==> config.mk <==
export PLATFORM = sky130hd
export DESIGN_NAME = erpc_top
export DESIGN_NICKNAME = d
export VERILOG_FILES = /design/src/erpc_pkg.sv /design/src/erpc_cfg_if.sv /design/src/erpc_top.sv /design/src/erpc_pin_cell.sv
export SDC_FILE = /design/constraint.sdc
export NUM_CORES = 1
export LEC_CHECK = 0
export ABC_AREA = 0
export BUFFER_PORTS_ARGS = -buffer_cell sky130_fd_sc_hd__buf_2
export CORE_UTILIZATION = 35
export DETAILED_ROUTE_END_ITERATION = 10
export SLEW_MARGIN = 20
export SYNTH_ARGS = -nofsm -noshare
export SYNTH_HDL_FRONTEND = slang
export SYNTH_HIERARCHICAL = 1
export SYNTH_SLANG_ARGS = --single-unit
==> constraint.sdc <==
create_clock -name clk -period 1.3 [get_ports clk]
set_input_delay 0.195 -clock clk [delete_from_list [all_inputs] [get_ports clk]]
set_output_delay 0.195 -clock clk [all_outputs]
set_load 0.01 [all_outputs]
==> src/erpc_pkg.sv <==
package erpc_pkg;
   // Register offsets
   localparam logic [7:0] ERPC_OFS_SECOND_GOOD = 8'h6B;
   localparam logic [7:0] ERPC_OFS_THIRD_GOOD  = 8'h6C;
   localparam logic [7:0] ERPC_OFS_VSTEP       = 8'h6D;
   // Field positions inside each pin configuration byte
   localparam int ERPC_POS_PU_LEVEL = 7;
   localparam int ERPC_POS_PU_RES   = 5;
   localparam int ERPC_POS_PD_RES   = 3;
   localparam int ERPC_POS_FSEL     = 2;
   // Control register bit driven by each pin
   localparam int ERPC_CTL_SECOND = 2;
   localparam int ERPC_CTL_THIRD  = 1;
   localparam int ERPC_CTL_VSTEP  = 0;
   // Pin-mode register bit gating each pin's pull-up
   localparam int ERPC_MODE_SECOND = 3;
   localparam int ERPC_MODE_THIRD  = 2;
   localparam int ERPC_MODE_VSTEP  = 1;
   // Values after reset (undefined by the part, so plain defaults)
   localparam logic [7:0] ERPC_RST_SECOND = 8'h00;
   localparam logic [7:0] ERPC_RST_THIRD  = 8'h00;
   localparam logic [7:0] ERPC_RST_VSTEP  = 8'h00;
   localparam int ERPC_NPINS = 3;
   // Pull-up level encoding
   typedef enum logic
   {
      ERPC_LEVEL_1V8 = 1'b0,
      ERPC_LEVEL_3V3 = 1'b1
   } erpc_level_type;
endpackage

==> src/erpc_cfg_if.sv <==
`timescale 1ns/1ps
`default_nettype none
// Per-pin configuration bytes handed from the register file to the pin logic
interface erpc_cfg_if;
   logic [7:0] cfg [3];
   modport regs (output cfg);
   modport pins (input cfg);
endinterface
`default_nettype wire

==> src/erpc_top.sv <==
// Summary of operation
// - Second good pin: select 0 drives control bit 2, select 1 reads power good.
// - Third good pin: select 0 drives control bit 1, select 1 reads power good.
// - Voltage step pin: select 0 drives control bit 0, select 1 floats.
// - Second good pin pull-ups need select 0 and mode bit 3 low; pull-down select 0.
// - Third good pin pull-ups need select 0 and mode bit 2 low; pull-down select 0.
// - Step pin pull-ups need select 0 and mode bit 1 low; pull-down needs select 0.
// - Pull-up level bit 0 selects 1.8 V, bit 1 selects 3.3 V.
`timescale 1ns/1ps
`default_nettype none
module erpc_top
   import erpc_pkg::*;
#(
   parameter logic [7:0] RST_SECOND = ERPC_RST_SECOND,
   parameter logic [7:0] RST_THIRD  = ERPC_RST_THIRD,
   parameter logic [7:0] RST_VSTEP  = ERPC_RST_VSTEP
)
(
   input  wire logic       clk,
   input  wire logic       nrst,
   input  wire logic [7:0] reg_addr,
   input  wire logic [7:0] reg_wdata,
   input  wire logic       reg_wr,
   input  wire logic       reg_rd,
   output logic [7:0]      reg_rdata,
   input  wire logic [7:0] control_bits,
   input  wire logic [7:0] pin_mode_bits,
   input  wire logic [2:0] pin_in,
   output logic [2:0]      pin_out,
   output logic [2:0]      pin_oe_n,
   output logic            second_power_good_signal,
   output logic            third_power_good_signal,
   output logic [2:0]      pullup_en,
   output erpc_level_type  pullup_level [3],
   output logic [5:0]      pullup_strength,
   output logic [2:0]      pulldown_en,
   output logic [5:0]      pulldown_strength
);
   erpc_cfg_if cfg_bus ();

   logic [7:0] second_cfg_q;
   logic [7:0] third_cfg_q;
   logic [7:0] vstep_cfg_q;
   logic [7:0] rdata_d;
   logic [7:0] rdata_q;
   logic       hit_second;
   logic       hit_third;
   logic       hit_vstep;
   logic [2:0] good_w;
   logic [2:0] level_w;
   logic [2:0] ctl_w;
   logic [2:0] mode_w;

   // Address decode
   assign hit_second = (reg_addr == ERPC_OFS_SECOND_GOOD);
   assign hit_third  = (reg_addr == ERPC_OFS_THIRD_GOOD);
   assign hit_vstep  = (reg_addr == ERPC_OFS_VSTEP);

   // Read mux; unmapped addresses read zero
   assign rdata_d = hit_second ? second_cfg_q :
                    hit_third  ? third_cfg_q  :
                    hit_vstep  ? vstep_cfg_q  : 8'h00;

   // Whole bytes stored, reserved bits included
   always_ff @(posedge clk)
   begin
      if (!nrst)
      begin
         second_cfg_q <= RST_SECOND;
         third_cfg_q  <= RST_THIRD;
         vstep_cfg_q  <= RST_VSTEP;
      end
      else if (reg_wr)
      begin
         if (hit_second)
            second_cfg_q <= reg_wdata;
         else if (hit_third)
            third_cfg_q <= reg_wdata;
         else if (hit_vstep)
            vstep_cfg_q <= reg_wdata;
      end
   end

   // Read data stands only in the cycle after the strobe
   always_ff @(posedge clk)
   begin
      if (!nrst)
         rdata_q <= 8'h00;
      else
         rdata_q <= reg_rd ? rdata_d : 8'h00;
   end
   assign reg_rdata = rdata_q;

   // Hand the bytes to the pin cells
   assign cfg_bus.cfg[0] = second_cfg_q;
   assign cfg_bus.cfg[1] = third_cfg_q;
   assign cfg_bus.cfg[2] = vstep_cfg_q;

   // Control and pin-mode bits per pin
   assign ctl_w  = {control_bits[ERPC_CTL_VSTEP], control_bits[ERPC_CTL_THIRD],
                    control_bits[ERPC_CTL_SECOND]};
   assign mode_w = {pin_mode_bits[ERPC_MODE_VSTEP], pin_mode_bits[ERPC_MODE_THIRD],
                    pin_mode_bits[ERPC_MODE_SECOND]};

   // One cell per pin; the step pin has no input function, so it floats
   generate
      for (genvar i = 0; i < ERPC_NPINS; i++)
      begin : g_pin
         erpc_pin_cell #(
            .HAS_INPUT (i != 2)
         ) u_cell (
            .clk         (clk),
            .nrst        (nrst),
            .cfg         (cfg_bus.cfg[i]),
            .ctl_bit     (ctl_w[i]),
            .mode_bit    (mode_w[i]),
            .pin_in      (pin_in[i]),
            .pin_out     (pin_out[i]),
            .pin_oe_n    (pin_oe_n[i]),
            .good        (good_w[i]),
            .pu_en       (pullup_en[i]),
            .pu_level    (level_w[i]),
            .pu_strength (pullup_strength[2*i +: 2]),
            .pd_en       (pulldown_en[i]),
            .pd_strength (pulldown_strength[2*i +: 2])
         );
         assign pullup_level[i] = erpc_level_type'(level_w[i]);
      end
   endgenerate

   // Power good only meaningful in input mode
   assign second_power_good_signal = good_w[0];
   assign third_power_good_signal  = good_w[1];
endmodule
`default_nettype wire

==> src/erpc_pin_cell.sv <==
`timescale 1ns/1ps
`default_nettype none
// One multi-purpose pin: function select, drive and pull gating
module erpc_pin_cell
   import erpc_pkg::*;
#(
   parameter bit HAS_INPUT = 1'b1
)
(
   input  wire logic       clk,
   input  wire logic       nrst,
   input  wire logic [7:0] cfg,
   input  wire logic       ctl_bit,
   input  wire logic       mode_bit,
   input  wire logic       pin_in,
   output logic            pin_out,
   output logic            pin_oe_n,
   output logic            good,
   output logic            pu_en,
   output logic            pu_level,
   output logic [1:0]      pu_strength,
   output logic            pd_en,
   output logic [1:0]      pd_strength
);
   logic fsel;
   logic pu_on;
   logic sync1_q;
   logic sync2_q;
   logic drive;

   // Field decode and gating
   assign fsel  = cfg[ERPC_POS_FSEL];
   assign drive = ~fsel;
   assign pu_on = ~fsel & ~mode_bit; // Pull-up needs select 0 and mode bit low

   // Pin input passes two flops before use
   always_ff @(posedge clk)
   begin
      if (!nrst)
      begin
         sync1_q <= 1'b0;
         sync2_q <= 1'b0;
      end
      else
      begin
         sync1_q <= pin_in;
         sync2_q <= sync1_q;
      end
   end

   // Data outputs from flops; pull settings are zero while not effective
   always_ff @(posedge clk)
   begin
      if (!nrst)
      begin
         pin_out     <= 1'b0;
         pin_oe_n    <= 1'b1;
         good        <= 1'b0;
         pu_en       <= 1'b0;
         pu_level    <= 1'b0;
         pu_strength <= 2'h0;
         pd_en       <= 1'b0;
         pd_strength <= 2'h0;
      end
      else
      begin
         pin_out     <= ctl_bit;
         pin_oe_n    <= ~drive;
         good        <= HAS_INPUT & fsel & sync2_q;
         pu_en       <= pu_on; // Registered so enable and level move together
         pu_level    <= pu_on ? cfg[ERPC_POS_PU_LEVEL] : 1'b0;
         pu_strength <= pu_on ? cfg[ERPC_POS_PU_RES +: 2] : 2'h0;
         pd_en       <= drive;
         pd_strength <= drive ? cfg[ERPC_POS_PD_RES +: 2] : 2'h0;
      end
   end
endmodule
`default_nettype wire

## Word level (Yosys, flattened, before mapping)

Index checks and enable logic that the tools add are counted.

- Register bits: 65
- Latch bits: 0
- RAM bits: 0
- ROM bits: 0
- Bits of input ports: 39
- Output and inout bits: 37
- Logic and storage cells: 61
- Memories kept: 0

- Add/sub/neg operators: 0
- Multipliers: 0
- Divide/modulo/power cells: 0
- Magnitude comparators: 0
- Equality and inequality tests: 3
- Shift operators: 0
- Mux-type cells: 3
- Bitwise logic cells: 14
- Reductions and logical operators: 10

Operator list:

| cell | number |
|---|---|
| 8-bit by 7-bit == test with 1-bit output (second input constant) | 3 |
| 8-bit 2-to-1 mux | 3 |
| 2-bit AND reduction | 5 |
| 1-bit NOT | 9 |
| 2-bit OR reduction | 3 |
| 1-bit bitwise AND | 5 |
| 4-bit AND reduction | 1 |
| 3-bit AND reduction | 1 |

## Logic depth before layout (Yosys ltp)

- Depth in word-level cells: 4
- Gate-level depth with buffers: 5
- Mapped depth without buffers: 3

## By module

The synthesis kept the hierarchy.

Modules (own cells, without submodules):

| module | instances | cells an instance | area each (µm²) | seq. area each (µm²) |
|---|---|---|---|---|
| erpc_top | 1 | 130 | 1345.0 | 640.6 |
| erpc_pin_cell (g_pin[0].u_cell ...) | 2 | 25 | 361.6 | 240.2 |
| erpc_pin_cell (g_pin[2].u_cell) | 1 | 20 | 272.8 | 180.2 |

## Worst setup path after synthesis

Ideal clock, no wire load.

- Kind: input -> register
- From: input port reg_addr[7]
- To: register third_cfg_q[1]
- Setup time: 0.072 ns
- Arrival: 1.036 ns
- Data required time: 1.228 ns
- Setup slack: 0.193 ns
- Cell stages on the path: 4
- Path buffers: 1
- Path through: and4b_4 > and4b_1 > buf_6 > mux2i_1

- Longest elaborated chain between the ends: 3
- Elaborated cells between the ends (all ways): 4
- Those cells by class: 2 x eq/ne; 1 x bitwise; 1 x reduce/logical

RTL lines:

| item | line | source |
|---|---|---|
| start, declared | erpc_top.sv:21 | `input wire logic [7:0] reg_addr,` |
| 8-bit by 7-bit == test with 1-bit output | erpc_top.sv:55 | `assign hit_second = (reg_addr == ERPC_OFS_SECOND_GOOD);` |
| 1-bit NOT (no line) | n/a |  |
| 3-bit AND reduction (no line) * | n/a |  |
| end signal, assigned | erpc_top.sv:78 | `third_cfg_q <= reg_wdata;` |
| end, declared | erpc_top.sv:42 | `logic [7:0] third_cfg_q;` |

Mark *: on every way between the ends. The rest lies on a longest branch, timed or not.
A chain may end at the register's enable or synchronous reset.

## Worst setup path after layout

- From: register third_cfg_q[2]
- To: register rdata_q[2] (netlist: reg_rdata[2])

- Longest elaborated chain between the ends: 2

RTL lines:

| item | line | source |
|---|---|---|
| 8-bit 2-to-1 mux | erpc_top.sv:61 | `hit_third ? third_cfg_q :` |
| 8-bit 2-to-1 mux | erpc_top.sv:60 | `assign rdata_d = hit_second ? second_cfg_q :` |
| end signal, assigned | erpc_top.sv:90 | `rdata_q <= reg_rd ? rdata_d : 8'h00;` |
| end, declared | erpc_top.sv:45 | `logic [7:0] rdata_q;` |

No other way between the ends.

==> summary by stage <==
Run status
The flow ran to the end, and the final reports show no timing, DRC or antenna violations.

Die
After floorplanning, the core was sized to cover ~6400 µm². In this run the core area contains 29 standard-cell rows. The initial utilization of the core area, before any placement, comes to 36.5%. The I/O pin count is 76. The overall die width is about 84 µm. The die outline area is 6990 µm².

From bottom edge to top edge, the die measures approximately 84 µm.

Run
Max-cap violations in this run came to 0.

Placement
The detailed placement HPWL is 3.25 mm. The port buffer count is 64. The minimum setup slack after placement is 2.52 ps.

The placer's final routability congestion estimate is between 0.7 and 0.8.

Power and ir drop
The share of total power dissipated in sequential elements is 52.4%. Internal power comes to 2980 µW. The static leakage is 0.00134 µW. The switching share of power is 22.7%. In this run the power spent charging and discharging nets is 875 µW. The part of the total power dissipated in combinational logic is 4.7%. The peak ir drop on the vdd network is 0.600 mV. The clock network is responsible for 42.9% of the overall power. Power spread over the standard cell area amounts to 1320 nW/µm².

Setup path
On the worst path, the slowest cell contributes a delay of 410 ps. The timing startpoint of the critical path is third_cfg_q[2]. Data on the critical path arrives at its endpoint at 1270 ps. Of all nets on the critical path, the largest fanout is 11. Traced cell by cell, the critical path runs through mux2_2 > a22oi_1 > nor2_1. The startpoint kind of the worst setup timing path is a flop. The class of the most critical setup path is flop to flop. STA puts the critical path data required time at approximately 1500 ps. The start of the worst register-to-register path is third_cfg_q[2].

The highest-delay cell along the critical path is sky130_fd_sc_hd__dfxtp_1. The critical path endpoint category is a flop.

STA
At the pin with the least slew margin, the transition time is between 300 and 400 ps. The post-route clock period utilization is 81.0%. The worst path setup slack after routing is 247 ps.

The number of pins with negative max-slew slack in the final report was 0. The maximum clock rate is 950 MHz. The final number of hold-violating endpoints was 0.

Setup repair after global routing left no endpoint under its margin. The final period demand of the worst path is approximately 1100 ps. The setup total negative slack is 0 ps. The final count of negative-setup-slack endpoints is 0. The largest clock skew in the final design is 7.89 ps. The tightest slew margin relative to the limit is roughly 76%.

Clock tree
The longest clock path from root to sink contains 2 buffers. The clock-pin slew of the registers on the worst-case setup and hold paths is 70 ps. The H-tree was split into 3 levels.

In this run, post-CTS repair resized a total of 0 instances. The clock insertion delay at the later pin of the skew report is between 300 and 400 ps. Buffers inserted during clock tree synthesis total 9.

After clock tree synthesis, the flow added hold-fix buffers numbering 0. The post-CTS repair timing setup buffer count is 0. The tree built by TritonCTS fans out to 65 sinks. The root buffer cell is sky130_fd_sc_hd__clkbuf_8.

TritonCTS built the clock tree.

GRT
The total overflow left after global routing is 0. The via count of the first global-routing pass is around 1500. The first-pass GRT wire length is roughly 7.3 mm. The overall fraction of global-route tracks in use is between 10% and 20%. The maximum number of pins on one net before global-route repair is 29. The initial antenna violation count came to 0.

Logic synthesis
The net count of the mapped netlist is 237. The cell count after synthesis is 198. Yosys printed 6 warnings.

Averaged over all synthesized cells, the footprint is approximately 12 µm². After synthesis the cells add up to 2330 µm².

Detailed routing
Dividing the detail-routed via count by the number of cells gives 4.59. Dividing the detail-routed wire length by the instance count gives about 13 µm. The count of nets left with antenna violations after detail routing is 0. The routed wire length is 4.44 mm. The first detailed-routing pass ran for 4 iterations. For this block, the initial DRC count from the detailed router was 94. Detailed routing inserted a total of about 1600 vias.

After detailed routing, the number of remaining DRC violations is 0.

Worst hold path
The kind of path behind the tightest hold check is primary input to flop. The hold path startpoint is pin_mode_bits[3].

Layout
The layout cell share with drive strength beyond 1 is 44.2%. 0 antenna diodes ended up in the layout. The layout filler cell count is between 500 and 600. Compared with the post-synthesis result, the final layout area differs by 25.7%. The final layout contains just over 300 nets.
==> registers in the layout, summed over array words and instances (netlist names) <==
register,cells
reg_rdata,8
second_cfg_q,8
third_cfg_q,8
vstep_cfg_q,8
g_pin.u_cell/pd_strength,6
g_pin.u_cell/pu_strength,6
g_pin.u_cell/pd_en,3
g_pin.u_cell/pin_oe_n,3
g_pin.u_cell/pin_out,3
g_pin.u_cell/pu_en,3
g_pin.u_cell/pu_level,3
g_pin.u_cell/good,2
g_pin.u_cell/sync1_q,2
g_pin.u_cell/sync2_q,2
==> layout by cell type, fill, tap and decap left out, drive strengths merged <==
cell type,n
nand2b,1
clkinvlp,3
dfxtp,65
a22oi,8
or2b,2
nor2,8
nand4,1
clkinv,3
and2,7
and3b,7
clkbuf,9
and3,3
and4b,3
mux2i,24
nand2,32
buf,71
and2b,3
and4bb,9
nand3,1
mux2,8
nor2b,2
bufinv,1
nor3b,3
==> routing by layer <==
layer	vias up	share of wire [%]	GRT usage [%]
met5	-	0	0
met4	0	1.7	6.93
met3	8	5.5	5.04
met2	46	46	20.8
met1	734	47	17.1
li1	824	-	-
==> power groups by stage <==
stage                     Sequential [µW]  Clock [µW]  Combinational, µW
after floorplan                      2080           0               87.2
after global placement               2070           0                183
after detailed placement             2070           0                185
after CTS                            2020        1700                185
after global routing                 2020        1810                200
final                                2020        1650                181
==> worst max-delay path: cells and delay by family (launching register included) <==
family / cells / cell delay, ps
AOI/OAI and AO/OA: 1 / 150
DFF: 1 / 410
muxes: 1 / 310
and+or+nand+nor: 1 / 60
==> per-stage QoR <==
stage	total power, µW	cells	instance area (µm²)	utilization, %	hold slack (ps)
after detailed placement	2250	335	2730	42.8	404
final	3860	351	2930	45.9	46.8
after global placement	2250	335	2730	42.8	400
after CTS	3910	351	2930	45.9	34.5
after global routing	4030	351	2930	45.9	30.1
after floorplan	2170	198	2330	-	266
==> area by class of cell <==
class / count / area [µm²] / area share (%)
clock inverters: 7 / 71.3 / 2.43
repair buffers: 71 / 385 / 13.2
well taps: 77 / 96.3 / 3.29
multi-input cells: 122 / 951 / 32.5
flip-flops and latches: 65 / 1300 / 44.4
clock buffers: 9 / 124 / 4.23
==> final timing paths <==
| kind | slack, ps | endpoint | depth (start not counted) |
|---|---|---|---|
| worst max-delay path | 250 | reg_rdata[2] | 3 |
| worst min-delay path | 50 | g_pin[0].u_cell/pu_en | 2 |
| worst max register to register | 250 | reg_rdata[2] | 3 |
| worst min register to register | 440 | g_pin[0].u_cell/sync2_q | 1 |
Note: power is estimated with default switching activity, not from simulation.
